===== config.mk =====
export PLATFORM = sky130hd
export DESIGN_NAME = fpled_top
export DESIGN_NICKNAME = d
export VERILOG_FILES = /design/src/hdl/fpled_pkg.sv /design/src/hdl/fpled_blink.sv /design/src/hdl/fpled_top.sv
export SDC_FILE = /design/constraint.sdc
export NUM_CORES = 1
export LEC_CHECK = 0
export BUFFER_PORTS_ARGS = -buffer_cell sky130_fd_sc_hd__buf_2
export CAP_MARGIN = 20
export CORE_MARGIN = 3
export CORE_UTILIZATION = 50
export CTS_CLUSTER_DIAMETER = 100
export DETAILED_ROUTE_END_ITERATION = 12
export GPL_TIMING_DRIVEN = 0
export PLACE_DENSITY = 0.81
export SYNTH_ARGS = -nofsm -noshare
export SYNTH_HDL_FRONTEND = slang
export SYNTH_SLANG_ARGS = --single-unit

===== constraint.sdc =====
create_clock -name clk -period 6.2 [get_ports clk]
set_input_delay 1.24 -clock clk [delete_from_list [all_inputs] [get_ports clk]]
set_output_delay 1.24 -clock clk [all_outputs]
set_load 0.05 [all_outputs]

===== src/hdl/fpled_pkg.sv =====
/*
  package for the front panel led status block: register offsets, fields,
  reset values, step codes and blink timing.
  assumes a 100 MHz system clock and a plain strobe register port.
*/
// Function
// - hot swap led: on, short, long blink
// - fault led lit while fault exists
// - user led lit when powered, no fault
// - power good lit only when supplies ok
// - config led: off, slow blink, on
// - fpga led dark when not configured
// - config controller owns leds before configuration
// - codes 0 idle, 1 sysclk, 2 userclk
// - codes 3 oscillator, 4 crosspoint, 5 distribution
// - codes 6 to 9 converters A to D
// - fpga drives leds after config; status default
// - led1 lit while any acquire unit busy
// - led2 lit when both memory controllers calibrated
// - led3 lit when all converter channels calibrated
// - led4 keep-alive while host bus running
// - user mode: leds follow software values
`default_nettype none
package fpled_pkg;

  localparam int unsigned ADDR_W = 4;
  localparam int unsigned DATA_W = 32;

  // register offsets
  localparam logic [3:0] OFF_CTRL   = 4'h0;
  localparam logic [3:0] OFF_STATUS = 4'h4;
  localparam logic [3:0] OFF_LEDS   = 4'h8;

  // control register fields
  localparam int unsigned CTRL_USER_BIT = 0;
  localparam int unsigned CTRL_VAL_LSB  = 4;
  localparam logic [DATA_W-1:0] CTRL_RESET = 32'h0000_0000;

  // initialization step codes shown before configuration
  localparam logic [3:0] STEP_IDLE     = 4'h0;
  localparam logic [3:0] STEP_SYSCLK   = 4'h1;
  localparam logic [3:0] STEP_USERCLK  = 4'h2;
  localparam logic [3:0] STEP_OSC      = 4'h3;
  localparam logic [3:0] STEP_XPOINT   = 4'h4;
  localparam logic [3:0] STEP_CLKDIST  = 4'h5;
  localparam logic [3:0] STEP_CONV_A   = 4'h6;
  localparam logic [3:0] STEP_CONV_B   = 4'h7;
  localparam logic [3:0] STEP_CONV_C   = 4'h8;
  localparam logic [3:0] STEP_CONV_D   = 4'h9;

  // blink half periods
  localparam int unsigned CLK_HZ        = 100_000_000;
  localparam int unsigned SHORT_MS      = 100;
  localparam int unsigned LONG_MS       = 500;
  localparam int unsigned SLOW_MS       = 1000;
  localparam int unsigned ALIVE_MS      = 250;
  localparam int unsigned SHORT_CYC = (CLK_HZ / 1000) * SHORT_MS;
  localparam int unsigned LONG_CYC  = (CLK_HZ / 1000) * LONG_MS;
  localparam int unsigned SLOW_CYC  = (CLK_HZ / 1000) * SLOW_MS;
  localparam int unsigned ALIVE_CYC = (CLK_HZ / 1000) * ALIVE_MS;

  // hot swap indicator requests
  typedef enum logic [3:0] {
    FPLED_SWAP_OFF   = 4'b0001,
    FPLED_SWAP_ON    = 4'b0010,
    FPLED_SWAP_SHORT = 4'b0100,
    FPLED_SWAP_LONG  = 4'b1000
  } fpled_swap_t;

  // board configuration phases
  typedef enum logic [2:0] {
    FPLED_CFG_WAIT = 3'b001,
    FPLED_CFG_BUSY = 3'b010,
    FPLED_CFG_DONE = 3'b100
  } fpled_cfg_t;

  // status sources
  typedef struct packed {
    logic [3:0] unit_busy;
    logic [1:0] mem_cal_ok;
    logic [3:0] conv_cal_ok;
    logic       host_alive;
  } fpled_src_t;

  // register port request
  typedef struct packed {
    logic [ADDR_W-1:0] addr;
    logic [DATA_W-1:0] wdata;
    logic              wr;
    logic              rd;
  } fpled_bus_t;

  // board panel lamps
  typedef struct packed {
    logic hot_swap;
    logic fault;
    logic user;
    logic power_good;
    logic board_cfg;
    logic fpga;
  } fpled_panel_t;

endpackage
`default_nettype wire


===== src/hdl/fpled_blink.sv =====
/*
  free-running square wave divider: toggles every HALF clock cycles.
  assumes one clock domain and the asynchronous active-high reset.
*/
`default_nettype none
module fpled_blink #(
  parameter int unsigned HALF = 1000
) (
  input  wire logic clk,
  input  wire logic rst,
  output var  logic wave
);

  localparam int unsigned CW = (HALF > 1) ? $clog2(HALF) : 1;
  localparam logic [CW-1:0] LAST = CW'(HALF - 1);

  logic [CW-1:0] cnt_reg;
  logic          wave_reg;

  always_ff @(posedge clk or posedge rst) begin
    if (rst) begin
      cnt_reg  <= '0;
      wave_reg <= 1'b0;
    end else if (cnt_reg == LAST) begin
      cnt_reg  <= '0;
      wave_reg <= ~wave_reg;
    end else begin
      cnt_reg  <= cnt_reg + 1'b1;
    end
  end

  assign wave = wave_reg;

endmodule
`default_nettype wire


===== src/hdl/fpled_top.sv =====
/*
  front panel led status: hot swap, fault, user, power good, board config
  and fpga lamps, plus four general leds with step code, status and user
  modes. status inputs come from the same clock domain except the pins
  named *_pin, which are synchronised here. registers on a strobe port.
*/
// The implementer's own choices: the plain strobed port and the register addresses.
`default_nettype none
module fpled_top #(
  parameter int unsigned SHORT_HALF = fpled_pkg::SHORT_CYC,
  parameter int unsigned LONG_HALF  = fpled_pkg::LONG_CYC,
  parameter int unsigned SLOW_HALF  = fpled_pkg::SLOW_CYC,
  parameter int unsigned ALIVE_HALF = fpled_pkg::ALIVE_CYC
) (
  input  wire logic                      clk,
  input  wire logic                      rst,
  input  wire fpled_pkg::fpled_bus_t     bus,
  output var  logic [fpled_pkg::DATA_W-1:0] rdata,
  input  wire fpled_pkg::fpled_swap_t    swap_req_pin,
  input  wire logic                      fault_pin,
  input  wire logic                      payload_pwr_pin,
  input  wire logic                      supplies_ok_pin,
  input  wire logic                      board_cfg_done_pin,
  input  wire logic                      fpga_cfg_done_pin,
  input  wire logic [3:0]                step_code_pin,
  input  wire fpled_pkg::fpled_src_t     src,
  output var  fpled_pkg::fpled_panel_t   panel,
  output var  logic [3:0]                gen_led
);

  //////////////////////////////////////////////////////////////////////////
  // pin synchronisers

  localparam int unsigned SW = 4 + 5 + 4;

  logic [SW-1:0] pin_raw;
  logic [SW-1:0] sync1_reg;
  logic [SW-1:0] sync2_reg;

  assign pin_raw = {swap_req_pin, fault_pin, payload_pwr_pin, supplies_ok_pin,
                    board_cfg_done_pin, fpga_cfg_done_pin, step_code_pin};

  always_ff @(posedge clk or posedge rst) begin
    if (rst) begin
      sync1_reg <= '0;
      sync2_reg <= '0;
    end else begin
      sync1_reg <= pin_raw;
      sync2_reg <= sync1_reg;
    end
  end

  logic [3:0] swap_req;
  logic       fault_s;
  logic       pwr_s;
  logic       ok_s;
  logic       bcfg_s;
  logic       fcfg_s;
  logic [3:0] step_s;

  assign swap_req = sync2_reg[12:9];
  assign fault_s = sync2_reg[8];
  assign pwr_s   = sync2_reg[7];
  assign ok_s    = sync2_reg[6];
  assign bcfg_s  = sync2_reg[5];
  assign fcfg_s  = sync2_reg[4];
  assign step_s  = sync2_reg[3:0];

  //////////////////////////////////////////////////////////////////////////
  // blink sources

  logic short_w;
  logic long_w;
  logic slow_w;
  logic alive_w;

  fpled_blink #(.HALF(SHORT_HALF)) u_short (
    .clk  (clk),
    .rst  (rst),
    .wave (short_w)
  );

  fpled_blink #(.HALF(LONG_HALF)) u_long (
    .clk  (clk),
    .rst  (rst),
    .wave (long_w)
  );

  fpled_blink #(.HALF(SLOW_HALF)) u_slow (
    .clk  (clk),
    .rst  (rst),
    .wave (slow_w)
  );

  fpled_blink #(.HALF(ALIVE_HALF)) u_alive (
    .clk  (clk),
    .rst  (rst),
    .wave (alive_w)
  );

  //////////////////////////////////////////////////////////////////////////
  // control register

  logic [fpled_pkg::DATA_W-1:0] ctrl_reg;
  logic                         user_mode;
  logic [3:0]                   user_val;

  always_ff @(posedge clk or posedge rst) begin
    if (rst) begin
      ctrl_reg <= fpled_pkg::CTRL_RESET;
    end else if (bus.wr && bus.addr == fpled_pkg::OFF_CTRL) begin
      ctrl_reg <= bus.wdata & 32'h0000_00F1;
    end
  end

  assign user_mode = ctrl_reg[fpled_pkg::CTRL_USER_BIT];
  assign user_val  = ctrl_reg[fpled_pkg::CTRL_VAL_LSB +: 4];

  //////////////////////////////////////////////////////////////////////////
  // board configuration phase

  fpled_pkg::fpled_cfg_t cfg_state;

  always_comb begin
    if (!pwr_s || !ok_s) begin
      cfg_state = fpled_pkg::FPLED_CFG_WAIT;
    end else if (!bcfg_s) begin
      cfg_state = fpled_pkg::FPLED_CFG_BUSY;
    end else begin
      cfg_state = fpled_pkg::FPLED_CFG_DONE;
    end
  end

  //////////////////////////////////////////////////////////////////////////
  // panel lamps

  fpled_pkg::fpled_panel_t panel_next;
  fpled_pkg::fpled_panel_t panel_reg;

  always_comb begin
    panel_next = '0;
    unique case (swap_req)
      fpled_pkg::FPLED_SWAP_ON:    panel_next.hot_swap = 1'b1;
      fpled_pkg::FPLED_SWAP_SHORT: panel_next.hot_swap = short_w;
      fpled_pkg::FPLED_SWAP_LONG:  panel_next.hot_swap = long_w;
      fpled_pkg::FPLED_SWAP_OFF:   panel_next.hot_swap = 1'b0;
      default:                   panel_next.hot_swap = 1'b0;
    endcase
    panel_next.fault      = fault_s;
    panel_next.user       = pwr_s && !fault_s;
    panel_next.power_good = pwr_s && ok_s;
    unique case (cfg_state)
      fpled_pkg::FPLED_CFG_WAIT: panel_next.board_cfg = 1'b0;
      fpled_pkg::FPLED_CFG_BUSY: panel_next.board_cfg = slow_w;
      fpled_pkg::FPLED_CFG_DONE: panel_next.board_cfg = 1'b1;
    endcase
    panel_next.fpga       = fcfg_s;
  end

  always_ff @(posedge clk or posedge rst) begin
    if (rst) begin
      panel_reg <= '0;
    end else begin
      panel_reg <= panel_next;
    end
  end

  assign panel = panel_reg;

  //////////////////////////////////////////////////////////////////////////
  // general leds

  function automatic logic [3:0] step_clip(input logic [3:0] code);
    // codes beyond the converter steps read as idle
    if (code > fpled_pkg::STEP_CONV_D) begin
      step_clip = fpled_pkg::STEP_IDLE;
    end else begin
      step_clip = code;
    end
  endfunction

  logic [3:0] status_val;
  logic [3:0] gen_next;
  logic [3:0] gen_reg;
  logic       owned;

  assign owned = bcfg_s && fcfg_s;

  always_comb begin
    status_val[0] = |src.unit_busy;
    status_val[1] = &src.mem_cal_ok;
    status_val[2] = &src.conv_cal_ok;
    status_val[3] = src.host_alive && alive_w;
  end

  always_comb begin
    if (!owned) begin
      gen_next = step_clip(step_s);
    end else if (user_mode) begin
      gen_next = user_val;
    end else begin
      gen_next = status_val;
    end
  end

  always_ff @(posedge clk or posedge rst) begin
    if (rst) begin
      gen_reg <= fpled_pkg::STEP_IDLE;
    end else begin
      gen_reg <= gen_next;
    end
  end

  assign gen_led = gen_reg;

  //////////////////////////////////////////////////////////////////////////
  // read port

  logic [fpled_pkg::DATA_W-1:0] rdata_reg;

  always_ff @(posedge clk or posedge rst) begin
    if (rst) begin
      rdata_reg <= '0;
    end else if (bus.rd) begin
      unique case (bus.addr)
        fpled_pkg::OFF_CTRL:   rdata_reg <= ctrl_reg;
        fpled_pkg::OFF_STATUS: rdata_reg <= {26'h0, panel_reg};
        fpled_pkg::OFF_LEDS:   rdata_reg <= {27'h0, owned, gen_reg};
        default:               rdata_reg <= '0;
      endcase
    end else begin
      rdata_reg <= '0;
    end
  end

  assign rdata = rdata_reg;

endmodule
`default_nettype wire


After elaboration in Yosys (flattened, before gate mapping)
Cells that the tools add are included.

operators by class
  bitwise logic cells = 4
  reduce and logical (&&, ||, !) cells = 13
  eq/ne operators = 12
  mux-type cells = 13
  order comparisons = 1
  add/sub/neg operators = 4

operators by type and width
  cell                                                                    number
  32-bit two-way mux                                                      1
  27-bit by 1-bit adder with 27-bit output (second input constant)        1
  27-bit equality test (second input constant)                            1
  27-bit two-way mux                                                      1
  26-bit by 1-bit adder with 26-bit output (second input constant)        1
  26-bit equality test (second input constant)                            1
  26-bit two-way mux                                                      1
  25-bit by 1-bit adder with 25-bit output (second input constant)        1
  25-bit equality test (second input constant)                            1
  25-bit two-way mux                                                      1
  24-bit by 1-bit adder with 24-bit output (second input constant)        1
  24-bit equality test (second input constant)                            1
  24-bit two-way mux                                                      1
  8-bit case mux with 3 select lines                                      1
  4-bit two-way mux                                                       3
  4-bit by 3-bit equality test with 1-bit output (second input constant)  2
  4-bit equality test (second input constant)                             2
  3-bit two-way mux                                                       2
  1-bit case mux with 3 select lines                                      2
  1-bit logical AND                                                       5
  4-bit by 2-bit equality test with 1-bit output (second input constant)  1
  4-bit > comparator (second input constant)                              1
  4-bit zero test                                                         1
  1-bit NOT                                                               4
  8 further kinds                                                         10

word-level totals
  word-level logic and storage cells = 66
  register bits = 179
  input port bits = 64
  output and inout bits = 42

Logic depth before layout (Yosys ltp)
Gate-level depths: netlist of run 1.

  word-level depth = 5
  gate-level depth with buffers = 7
  depth with buffers taken out = 5

Cells and area by module
A second synthesis of run 1 with hierarchy kept.

unflattened totals
  cells, all modules = 661
  area total of the unflattened synthesis = 7171.9 µm²

modules (own cells, without submodules)
  module                  cells an instance  instances  area an instance (µm²)
  fpled_top               136                1          1854.3
  fpled_blink at u_slow   149                1          1435.1
  fpled_blink at u_long   133                1          1376.3
  fpled_blink at u_alive  128                1          1313.8
  fpled_blink at u_short  115                1          1192.4

Least setup slack after synthesis of run 1
No wires, ideal clock.

  path kind = input -> register
  start = input bus[36] (netlist name)
  end = register ctrl_reg[0] (netlist name)
  buffers on the path = 1
  arrival = 2.063 ns
  path slack = 4.012 ns
  setup time = 0.125 ns
  stages = 4
  data required time = 6.075 ns
  path through = clkbuf_1 > nor2_1 > nand3_1 > mux2_2

on the way
  longest elaborated chain between the ends = 2

ends and longest elaborated chain
  item                  RTL line          text
  from (decl)           fpled_top.sv:17   input wire fpled_pkg::fpled_bus_t bus,
  4-bit zero test       fpled_top.sv:111  end else if (bus.wr && bus.addr == fpled_pkg::OFF_CTRL) begin
  1-bit logical AND     fpled_top.sv:111
  to (signal assigned)  fpled_top.sv:110  ctrl_reg <= fpled_pkg::CTRL_RESET;
  to (signal assigned)  fpled_top.sv:112  ctrl_reg <= bus.wdata & 32'h0000_00F1;
  to (decl)             fpled_top.sv:104  logic [fpled_pkg::DATA_W-1:0] ctrl_reg;

No other way between the ends.
A chain may end at the register's enable or synchronous reset.

Worst setup path in the final report of run 1
  start = register u_long.cnt_reg[0]
  end = register u_long.cnt_reg[19]

on the way
  longest elaborated chain between the ends = 2
  elaborated cells on any way between the ends = 3
  those cells by class = 1 x add/sub; 1 x eq/ne; 1 x mux

ends and longest elaborated chain
  item                                                                              RTL line                              text
  from (decl)                                                                       fpled_blink.sv:17                     logic [CW-1:0] cnt_reg;
  from (signal assigned)                                                            fpled_blink.sv:28                     cnt_reg <= cnt_reg + 1'b1;
  26-bit by 1-bit adder with 26-bit output or 26-bit equality test (tied branches)  fpled_blink.sv:28, fpled_blink.sv:24
  26-bit two-way mux *                                                              fpled_blink.sv:24                     end else if (cnt_reg == LAST) begin

Mark *: on every way between the ends. The rest lies on a longest branch, timed or not.

==> metrics list, run 1 <==
- The flow ran to the end, and the final reports show no timing, DRC or antenna violations.
- Via count of the first global-routing pass: 5,149
- In this run, synthesis inferred 0 flip-flops with an integrated enable.
* Post-synth top area share: 0.558
* Overall via count from detail_route: 5,236
- Critical Path AT: approximately 2.8 ns
- After detailed routing, the total wire length is 14,600 um.
- IR analysis of the VDD net gives a maximum drop of approximately 0.21 mV.
* Most crowded layer after global routing: met2
- The cell count after synthesis came out at roughly 640.
* Max Slew Vio Count: 0
* Final total negative setup slack: 0 ns
- The path class of the tightest hold or removal check is flip-flop to flip-flop.
- Setup violations remaining at the end of the flow were counted as 0.
* Post-synthesis cell area: 0.00695 mm2
- Setup slack at placement: 3.73 ns
* Aggregate global-route resource usage: 0.205
- Max-cap violations in this run came to 0.
- For this run, global-route usage on met3 was measured as 0.0445.
- Ordered list of cells on the worst path: ha_1, and4_1, clkbuf_1, nand4_1, nor3_1, buf_2, a21oi_1
- After the first detailed-routing iteration, the DRC count stood at roughly 600.
- With fillers left out, the area of the finished cells amounts to 0.00809 mm2.
- Compared with the post-synthesis result, the final layout area differs by 16.3%.
* FF-to-FF setup slack: 3.69 ns
- The most critical setup path has its endpoint at u_long.cnt_reg[19].
- Setup slack closes at between 3 and 4 ns.
- The initialized floorplan defines 42 standard-cell rows.
- The clock reaches the later pin of the worst-skew pair after between 0.4 and 0.5 ns.
- GRT met2 Usage: 0.326
* CP peak stage delay: 0.69 ns
- Detail-routed via count per cell: 5.65
* Largest area contributor in the netlist: dfrtp_1
- First-pass GRT wire length: ~25,000 um
- Chip Width: 124 um
- around 110 I/O pins were placed.
- Post-layout minimum cycle time: 2.51 ns
- The worst setup path is captured at a flip-flop.
- Clock Tree Buf Depth: 2
- Post-CTS repair changed the size of 0 cells.
- The core region is approximately 0.013 mm2.
* Number of cells on the worst reg-to-reg path: 7
- Largest register FFs: 27
- The slowest stage of the critical path is the nor3_1 cell.
- Based on the critical path, the design can be clocked at up to between 0.3 and 0.4 GHz.
- Dividing the final minimum period by the clock period gives 0.405.
* Number of nets in the final layout: 807
- After detailed routing, the average wire length per cell comes to 15.8 um.
* Critical Path Stages: 7
- The number of antenna violations at the first check in global routing was 0.
- The congestion estimate from routability-driven global placement came to 0.882.
- Startpoint of the worst register-to-register path: u_long.cnt_reg[0]
* Largest cells by area after synthesis: dfrtp_1 56%, xor2_1 4.2%, xnor2_1 3.9%, buf_4 2.7%, nor2_1 2.7%
- Required time of the critical path: 6.48 ns
- Dominant cell by count in the synthesized netlist: dfrtp_1
- Drc violations: 0
- After clock tree synthesis, the clock-pin slew on the worst setup and hold paths is 0.06 ns.
- Total global routing overflow: 0
- For this run, the leading register cell type out of synthesis is dfrtp_1.
* Maximum net fanout on the critical path: 10
* Sequential-to-total area share from yosys stat: 0.558
- CTS Buf Count: 17
* Finished Core Util: 0.603
- Buffers placed on the I/O ports in this run total 53.
* Die Footprint: 0.0154 mm2
* Met1 Usage GRT: 0.284
- 0 antenna diodes ended up in the layout.
- Together, buffers and inverters on the worst path number 2.
- Library cell used as clock root buffer: clkbuf_16
* Slew at the pin closest to its max-slew limit: ~0.8 ns
- Fraction of final layout cells with drive strength greater than 1: 0.170
* Effective utilization at floorplan: 0.519
* Power density over the cells: 260 mW/mm2
- The worst setup path is launched from a flip-flop.
- Summed over all cells, the static leakage comes to roughly 3.6 nW.
- Hold depth: 0
- The worst setup path is of the flip-flop to flip-flop kind.
- YS warnings: 0
* Mean Syn Cell Area: 10.8 um2
- Critical path launch point: u_long.cnt_reg[0]
* Library cells used by synthesis: 50
- The commonest cells after synthesis are 155 x dfrtp_1, 50 x nor2_1, 43 x nand2_1, 37 x nand3_1, 33 x xor2_1.
* Flip-flop and latch count after synthesis: 155
- Post-CTS setup-driven buffer insertion count: 0
* Placement Cell Area: 0.00756 mm2
* DIE HEIGHT: 124 um
- Broken down by cell family, the worst path's largest delay share belongs to simple AND/OR/NAND/NOR gates.
- Post-cts hold buffer count: 0
- Max-slew headroom at the worst pin: 0.467
* DRT Pass-1 Iters: 5
* Total power after layout: 2.10 mW
- Final hold viol count: 0
- Number of H-tree levels: 4
* TritonCTS clock tree: yes
- Worst Clk Skew: 0.0100 ns
* Ys async rst share: 1.00
* Post-DP HPWL: approximately 10,000 um
- RSZ-0062 raised after global routing: no
* Capture instance of the worst register-to-register path: u_long.cnt_reg[19]
- Sinks on the clock net: 155
- Maximum number of pins on one net before global-route repair: 90
- Number of routed nets with antenna violations: 0
[cell type report]
cell class / count / area (um2)
clock buffer: 20 / 457
fill: 1097 / 5310
sequential: 155 / 3880
buffer: 45 / 267
tap: 176 / 220
clock inverter: 11 / 72.6
timing repair buffer: 54 / 293
inverter: 9 / 38.8
multi-input combinational: 457 / 2860
[how the worst min path moves through the flow]
stage | from | endpoint | slack [ns]
after floorplan | sync1_reg[0] | sync2_reg[0] | 0.33
after global placement | sync1_reg[9] | sync2_reg[9] | 0.33
after detailed placement | sync1_reg[9] | sync2_reg[9] | 0.33
after CTS | sync1_reg[9] | sync2_reg[9] | 0.35
after global routing | sync1_reg[9] | sync2_reg[9] | 0.35
final | sync1_reg[9] | sync2_reg[9] | 0.35
[kinds of logic after synthesis]
| group | after synthesis | synth area share |
|---|---|---|
| simple gates | 270 | 0.218 |
| buf+inv | 54 | 0.0432 |
| compound gates | 80 | 0.0695 |
| other cells | 1 | 0.000539 |
| mux | 15 | 0.0227 |
| xor+xnor | 64 | 0.0806 |
| flops | 155 | 0.558 |
| fa+ha+maj | 4 | 0.00720 |
[where the power goes]
part	leakage, nW	switching (mW)	internal, mW
Clock	0.254	0.398	0.528
Combinational	1.36	0.0913	0.0377
Sequential	2.03	0.0154	1.03
Total	3.64	0.505	1.60
[per-layer routing]
layer | wire [um] | vias to the layer above
li1 | - | 2450
met5 | 0 | -
met2 | 7030 | 213
met4 | 206 | 0
met3 | 997 | 24
met1 | 6400 | 2549
[cells in the final DEF, fill, tap and decap left out, types with 3 or more instances in the layout]
cell type | netlist | routed
dfrtp_1 | 155 | 155
buf_2 | 3 | 56
nor2_1 | 50 | 50
nand2_1 | 43 | 43
nand3_1 | 37 | 37
xor2_1 | 33 | 33
xnor2_1 | 31 | 31
a21oi_1 | 30 | 30
nand4_1 | 28 | 28
buf_4 | 25 | 25
conb_1 | 1 | 24
and4_1 | 21 | 21
o21ai_0 | 21 | 21
clkbuf_1 | 17 | 18
clkbuf_16 | 0 | 17
nor3_1 | 14 | 14
or4_1 | 14 | 14
o31ai_1 | 13 | 13
and3_1 | 10 | 10
nor4_1 | 9 | 9
nor2b_1 | 9 | 9
mux2i_1 | 9 | 9
inv_1 | 9 | 8
or3_1 | 8 | 8
and2_1 | 6 | 6
mux2_2 | 6 | 6
clkinv_2 | 0 | 5
nand3b_1 | 4 | 4
ha_1 | 4 | 4
clkinvlp_4 | 0 | 4
nor4b_1 | 3 | 3
a31oi_1 | 3 | 3
a22oi_1 | 3 | 3
[metrics by stage]
step                hold WS [ns]  instances
global route               0.352        927
detailed placement         0.335        896
global placement           0.335        895
finish                     0.346        927
floorplan                  0.331        666
CTS                        0.348        927
Power figures use the tool's default switching activity.
==> run 2, diff against run 1 <==
--- a/config.mk
+++ b/config.mk
@@ -12,7 +12,7 @@
 export CTS_CLUSTER_DIAMETER = 100
 export DETAILED_ROUTE_END_ITERATION = 12
 export GPL_TIMING_DRIVEN = 0
-export PLACE_DENSITY = 0.81
+export PLACE_DENSITY = 0.83
 export SYNTH_ARGS = -nofsm -noshare
 export SYNTH_HDL_FRONTEND = slang
 export SYNTH_SLANG_ARGS = --single-unit
==> constraint.sdc (replaced) <==
create_clock -name clk -period 2.3 [get_ports clk]
set_input_delay 0.46 -clock clk [delete_from_list [all_inputs] [get_ports clk]]
set_output_delay 0.46 -clock clk [all_outputs]
set_load 0.05 [all_outputs]
==> metrics list, run 2 (synthesized netlist as in run 1, its figures left out) <==
- The min-delay analysis places its worst path in the category input pin to async pin.
- From synthesis to final layout, the design area changed by 19.0%.
- The flow ran to the end, and the final reports show no timing, DRC or antenna violations.
- The total wire length after detailed routing was 13,800 um (-5.5%).
- The instance area at placement came to 0.00762 mm2 (+0.78%).
* Internal power: 4.70 mW (+190%)
- The number of levels in the clock H-tree is 4 (unchanged).
* Kind of start point of the critical path: flip-flop
- The placement row count was 42 (unchanged).
* Number of routed nets with antenna violations: 0 (unchanged)
* Final setup violation count: 0 (unchanged)
* Finished Core Util: 0.617 (+0.0139)
* Most repeated library cell on the critical path: clkbuf_1
- The total power came to 6.05 mW (+190%).
- The width of the die was 124 um (unchanged).
- Overall via count from detail_route: 5,062 (-3.3%)
- Critical Path AT: 2.46 ns (-0.33 ns)
- Worst Clk Skew: 0.00779 ns (-0.00221 ns)
- Power density over the cells: 732 mW/mm2 (+180%)
* Commonest non-fill, non-tap cell in the layout: dfrtp_1
- The clock sink count is 155 (unchanged).
- The count of max-cap constraint violations is 0 (unchanged).
- The minimum clock period after layout was 2.12 ns (-0.389 ns).
* Via count of the first global-routing pass: 4,857 (-5.7%)
- The number of placed instances with taps included came to 899 (+0.33%).
* Most frequent cells in the layout: 155 x dfrtp_1, 55 x buf_2, 48 x nor2_1
- The count of antenna diodes in the layout is 0 (unchanged).
- The headroom to the max-slew limit was 0.530 (+0.0624).
- The maximum root-to-sink buffer count came to 2 (unchanged).
- The routability congestion estimate is 0.840 (-4.8%).
- Final total negative setup slack: 0 ns (unchanged)
* DRT Pass-1 Iters: 5 (unchanged)
- Number of standard cells in the layout, taps in and fillers out: 932 (+0.54%)
- The CTS clock-pin slew for the worst setup and hold paths came to 0.06 ns (about the same).
- The critical path is of the flip-flop to flip-flop type.
- The smallest hold slack was 0.147 ns (-0.199 ns).
- Ordered list of cells on the worst path: ha_1, and4_1, clkbuf_1, nand4bb_1, clkbuf_1, or4_1, a21oi_1
- The global router's overall resource usage came to 0.191 (-0.0147).
* Setup crit end kind: flip-flop
- The required arrival time at the worst endpoint came to 2.64 ns (-3.84 ns).
- The via count normalized by instance count came to 5.43 (-3.8%).
* Leakage power: 3.74 nW (+2.7%)
- The total DRC errors in the routed layout is 0 (unchanged).
* Antenna violations before repair: 0 (unchanged)
* Maximum clock frequency: 0.471 GHz (+18%)
- The area of the die was 0.0154 mm2 (unchanged).
- The largest stage delay on the critical path came to 0.53 ns (-0.16 ns).
* Slew at the pin closest to its max-slew limit: 0.704 ns (-0.0891 ns)
- The pin count of the biggest net entering global routing is 44 (-51%).
- On the critical path the largest part of the delay comes from simple AND/OR/NAND/NOR gates.
* Sw frac: 0.223 (-0.0166)
* First-pass GRT wire length: 22,800 um (-7.8%)
* Psw: 1.35 mW (+170%)
- CTS Buf Count: 17 (unchanged)
- The clock group share of total power came to 0.474 (+0.034).
* Setup slack at placement: -0.119 ns (-3.85 ns)
- The starting density of the core is 0.519 (unchanged).
- The maximum fanout encountered on the critical timing path was 9 (-1).
- The count of hold buffers inserted by post-cts repair is 0 (unchanged).
- The global-route congestion overflow total came to 0 (unchanged).
* I/O pin total: 106 (unchanged)
- The floorplan core area is 0.0134 mm2 (unchanged).
* Share of total power in combinational logic: 0.060 (about the same)
- The insertion delay to the later sink of the worst-skew pair came to 0.42 ns (about the same).
- The share of the cycle needed by the critical path after routing is 0.922 (+0.517).
* Number of nets in the final layout: 813 (+0.74%)
- The combined buffer and inverter count along the critical path came to 2 (unchanged).
* Count of filler cells inserted in the layout: 1,115 (+1.6%)
- The number of buffer cells added on primary ports was 53 (unchanged).
- The number of hold violations in the final report came to 0 (unchanged).
* Seq pwr share: 0.466 (-0.032)
* Count of routing violations after the opening detailed-route iteration: 370 (-40%)
* Post-route worst setup slack: 0.179 ns (-3.51 ns)
- Library cell used as clock root buffer: clkbuf_16
* Total non-filler cell area in the finished layout: 0.00827 mm2 (+2.3%)
- DIE HEIGHT: 124 um (unchanged)
* Peak supply drop: 0.824 mV (+290%)
* Max Slew Vio Count: 0 (unchanged)
* Slowest CP cell: or4_1
- The routed length per instance came to 14.8 um (-6.0%).
* Fraction of final layout cells with drive strength greater than 1: 0.184 (+0.0134)
- The flip-flop count of the largest register, all copies and words added came to 27 (unchanged).
- The half-perimeter wire length of the detailed placement result was 9780 um (-5.0%).
- TritonCTS built the clock tree.
[run 2: layer usage]
layer | GRT usage | vias up | wire length [um]
met5 | 0 | - | 0
met4 | 0.0527 | 0 | 162
met3 | 0.0436 | 13 | 746
met2 | 0.311 | 136 | 6540
met1 | 0.259 | 2443 | 6390
li1 | - | 2470 | -
[run 2: area by class of cell]
type | count | area (um2) | area share
buffer | 45 | 272 | 0.0328
clock buffer | 19 | 433 | 0.0523
clock inverter | 11 | 171 | 0.0207
inverter | 9 | 37.5 | 0.00454
multi-input combinational | 457 | 2890 | 0.349
sequential | 155 | 3880 | 0.469
tap | 176 | 220 | 0.0266
timing repair buffer | 60 | 375 | 0.0454
[run 2: final timing paths]
check | start | cells after the start | endpoint | slack [ns]
setup / recovery | u_long.cnt_reg[0] | 7 | u_long.cnt_reg[22] | 0.18
hold / removal | rst | 2 | u_long.cnt_reg[17] | 0.15
setup reg to reg | u_long.cnt_reg[0] | 7 | u_long.cnt_reg[22] | 0.18
hold reg to reg | sync1_reg[6] | 0 | sync2_reg[6] | 0.35
max in group asynchronous | rst | 5 | u_alive.cnt_reg[21] | 1.16
min in group clk | swap_req_pin[0] | 1 | sync1_reg[9] | 0.15
[run 2: what timing repair did]
action | CTS | global route
resized for setup | 3 | 8
endpoints found under the setup margin | 20 | 41
hold endpoints to repair | 0 | 0
setup buffers | 0 | 3
pin swaps | 0 | 2
[run 2: worst reg2reg max path, delay by kind of cell, from the launching register on]
| family | cells | cell delay, ns |
|---|---|---|
| buf+inv | 2 | 0.44 |
| fa+ha+maj | 1 | 0.21 |
| flops | 1 | 0.38 |
| compound gates | 1 | 0.15 |
| simple gates | 3 | 0.86 |
[run 2: power by group through the flow]
stage                     clock network, mW  registers [mW]  logic [mW]
after floorplan                           0            2.90       0.223
after global placement                    0            2.87       0.345
after detailed placement                  0            2.87       0.368
after CTS                              2.92            2.82       0.369
after global routing                   3.04            2.83       0.402
final                                  2.87            2.82       0.365
==> run 3, diff against run 2 <==
--- a/config.mk
+++ b/config.mk
@@ -7,6 +7,7 @@
 export LEC_CHECK = 0
 export BUFFER_PORTS_ARGS = -buffer_cell sky130_fd_sc_hd__buf_2
 export CAP_MARGIN = 20
+export CORE_ASPECT_RATIO = 1.4
 export CORE_MARGIN = 3
 export CORE_UTILIZATION = 50
 export CTS_CLUSTER_DIAMETER = 100
==> metrics list, run 3 (synthesized netlist as in run 1, its figures left out) <==
- The peak ir drop on the vdd network was 0.441 mV (-46%).
- Final hold viol count: 0 (unchanged)
- Leaving out fill and tap cells, the most frequent cells in the layout are 155 x dfrtp_1, 55 x buf_2, 49 x nor2_1.
- The count of max-cap constraint violations was 0 (unchanged).
- The setup path with the least slack is of type flip-flop to flip-flop.
- Drc violations: 0 (unchanged)
- Routability cong.: 0.848 (+1.0%)
- The largest stage delay on the critical path was 0.56 ns (+0.03 ns).
- Capture instance of the worst register-to-register path: u_alive.cnt_reg[24]
- The layer flagged by global routing as most heavily used is met2.
- The insertion delay to the later sink of the worst-skew pair is 0.43 ns (about the same).
* Core footprint: 0.0135 mm2 (+0.84%)
* Max Slew Vio Count: 0 (unchanged)
- Detail-routed via count per cell: 5.49 (+1.0%)
- Via count of the first global-routing pass: 5,235 (+7.8%)
- The number of CTS-inserted buffers was 17 (unchanged).
- Ordered list of cells on the worst path: ha_1, and3_1, clkbuf_1, nand4_1, or4_1, a21oi_1
* Number of I/O port buffers: 53 (unchanged)
- The count of antenna diodes in the layout came to 0 (unchanged).
* RSZ-0062 raised after global routing: no
- Die Footprint: 0.0154 mm2 (+0.13%)
- Total power after layout: 5.96 mW (-1.6%)
* DIE HEIGHT: 146 um (+17%)
- Post-layout minimum cycle time: 2.13 ns (+0.00604 ns)
- The final setup skew was 0.0103 ns (+0.00249 ns).
* Number of standard cells in the layout, taps in and fillers out: 941 (+0.97%)
- Met3 Resource Use GR: 0.0399 (-0.00365)
* Met1 Usage GRT: 0.230 (-0.0283)
* Total non-filler cell area in the finished layout: 0.00827 mm2 (about the same)
* Startpoint of the worst register-to-register path: u_alive.cnt_reg[0]
* Power density over the cells: 720 mW/mm2 (-1.6%)
* Final setup violation count: 0 (unchanged)
* Chip Width: 106 um (-15%)
- The combined buffer and inverter count along the critical path was 1 (-1).
* Routed wire length: 14,000 um (+0.99%)
- Aggregate global-route resource usage: 0.192 (+0.00169)
- The clock sink count is 155 (unchanged).
- Maximum net fanout on the critical path: 9 (unchanged)
- The number of antenna-violating nets in the routed design is 0 (unchanged).
- Antenna violations before repair: 0 (unchanged)
* FF-to-FF setup slack: 0.17 ns (about the same)
- Number of cells on the worst reg-to-reg path: 6 (-1)
- The met2 track utilization from global routing is 0.337 (+0.0266).
- Largest register FFs: 27 (unchanged)
* Setup crit end kind: flip-flop
- The placement row count was 50 (+19%).
* Critical Path Stages: 6 (-1)
- The cell family contributing the most delay on the critical path is simple AND/OR/NAND/NOR gates.
- Outcome: finished clean
* Library cell used as clock root buffer: clkbuf_16
- The number of detailed-routing iterations run before antenna repair is 6 (+1).
* Leakage power: 3.74 nW (+0.14%)
- Fraction of final layout cells with drive strength greater than 1: 0.188 (+0.00454)
* Worst hold slack: 0.134 ns (-0.0123 ns)
- Number of H-tree levels: 4 (unchanged)
* Slew at the pin closest to its max-slew limit: 0.677 ns (-0.0262 ns)
- Critical Path AT: 2.48 ns (+0.02 ns)
- Final critical-path share of the clock period: 0.925 (+0.00263)
* Commonest non-fill, non-tap cell in the layout: dfrtp_1
- Required time of the critical path: 2.65 ns (about the same)
* Area growth syn-to-layout: 18.9% (about the same)
- The routed length per instance was 14.8 um (about the same).
- The pin count of the biggest net entering global routing is 45 (+2.3%).
- The half-perimeter wire length of the detailed placement result was 9750 um (-0.30%).
- In this run the worst hold path is classified as input pin to async pin.
- Number of nets in the final layout: 814 (+0.12%)
- Overall via count from detail_route: 5,162 (+2.0%)
- The instance area at placement came to 0.00762 mm2 (unchanged).
- The starting density of the core was 0.515 (-0.00432).
* Max-slew headroom at the worst pin: 0.547 (+0.0175)
* I/O pin total: 106 (unchanged)
- The CTS clock-pin slew for the worst setup and hold paths came to 0.06 ns (about the same).
- Kind of start point of the critical path: flip-flop
* Count of routing violations after the opening detailed-route iteration: 214 (-42%)
* Clock Tree Buf Depth: 2 (unchanged)
* First-pass GRT wire length: 24,200 um (+6.0%)
- The global-route congestion overflow total was 0 (unchanged).
* TritonCTS clock tree: yes
- Cell Count Post-Placement: 905 (+0.67%)
- The peak clock frequency supported by timing came to 0.470 GHz (-0.28%).
- Slowest CP cell: or4_1
run 3: cell count changes in the layout (fill, tap and decap cells not counted):
cell,before,now
bufinv_16,4,2
clkinvlp_4,3,2
nor2_1,48,49
buf_4,28,30
inv_6,1,5
nor2_4,0,1
buf_16,1,0
nor2_2,2,0
clkinv_4,2,3
clkbuf_1,17,15
buf_12,3,4
inv_8,0,1
run 3: metal layers:
metal | wire, um | vias up
li1 | - | 2468
met5 | 0 | -
met1 | 5780 | 2512
met4 | 257 | 0
met2 | 7190 | 154
met3 | 737 | 28
run 3: worst max path at each step:
stage                       start                   to  slack, ns
2_1_floorplan                 rst          ctrl_reg[0]      -0.12
3_3_place_gp                  rst  u_short.cnt_reg[13]      -1.01
3_5_place_dp    u_long.cnt_reg[0]   u_long.cnt_reg[12]      -0.13
4_1_cts         u_long.cnt_reg[0]   u_long.cnt_reg[12]       0.03
5_1_grt        u_alive.cnt_reg[0]  u_alive.cnt_reg[24]       0.03
6_report       u_alive.cnt_reg[0]  u_alive.cnt_reg[24]       0.17
run 3: area by class of cell:
type / instances / area, um2
Buffer: 44 / 268
Multi-Input combinational cell: 457 / 2890
Tap cell: 182 / 228
Timing Repair Buffer: 62 / 383
Inverter: 9 / 37.5
Clock inverter: 14 / 159
Sequential cell: 155 / 3880
Fill cell: 1097 / 5240
Clock buffer: 18 / 429
run 3: worst register-to-register path, stage by stage (launching register included):
cell	delay, ns
dfrtp_1	0.39
ha_1	0.20
and3_1	0.15
clkbuf_1	0.25
nand4_1	0.35
or4_1	0.56
a21oi_1	0.15
run 3: through the flow:
step / utilization / TNS, ns / setup WS (ns)
2_1_floorplan: - / -18.43 / -0.119
5_1_grt: 0.612 / 0 / 0.0340
3_5_place_dp: 0.564 / -1.96 / -0.127
4_1_cts: 0.608 / 0 / 0.0273
6_report: 0.612 / 0 / 0.173
3_3_place_gp: 0.558 / -155.79 / -1.01
run 3: repair_timing:
action / CTS / global route
endpoints found under the hold margin: 0 / 0
endpoints found under the setup margin: 20 / 42
gates resized for setup: 3 / 8
hold buffers: 0 / 0
pin swaps: 0 / 2
setup buffers: 0 / 5
run 3: power breakdown:
part	internal [mW]	switching [mW]
combinational	0.110	0.252
sequential	2.78	0.0328
clock	1.62	1.16
total	4.52	1.44
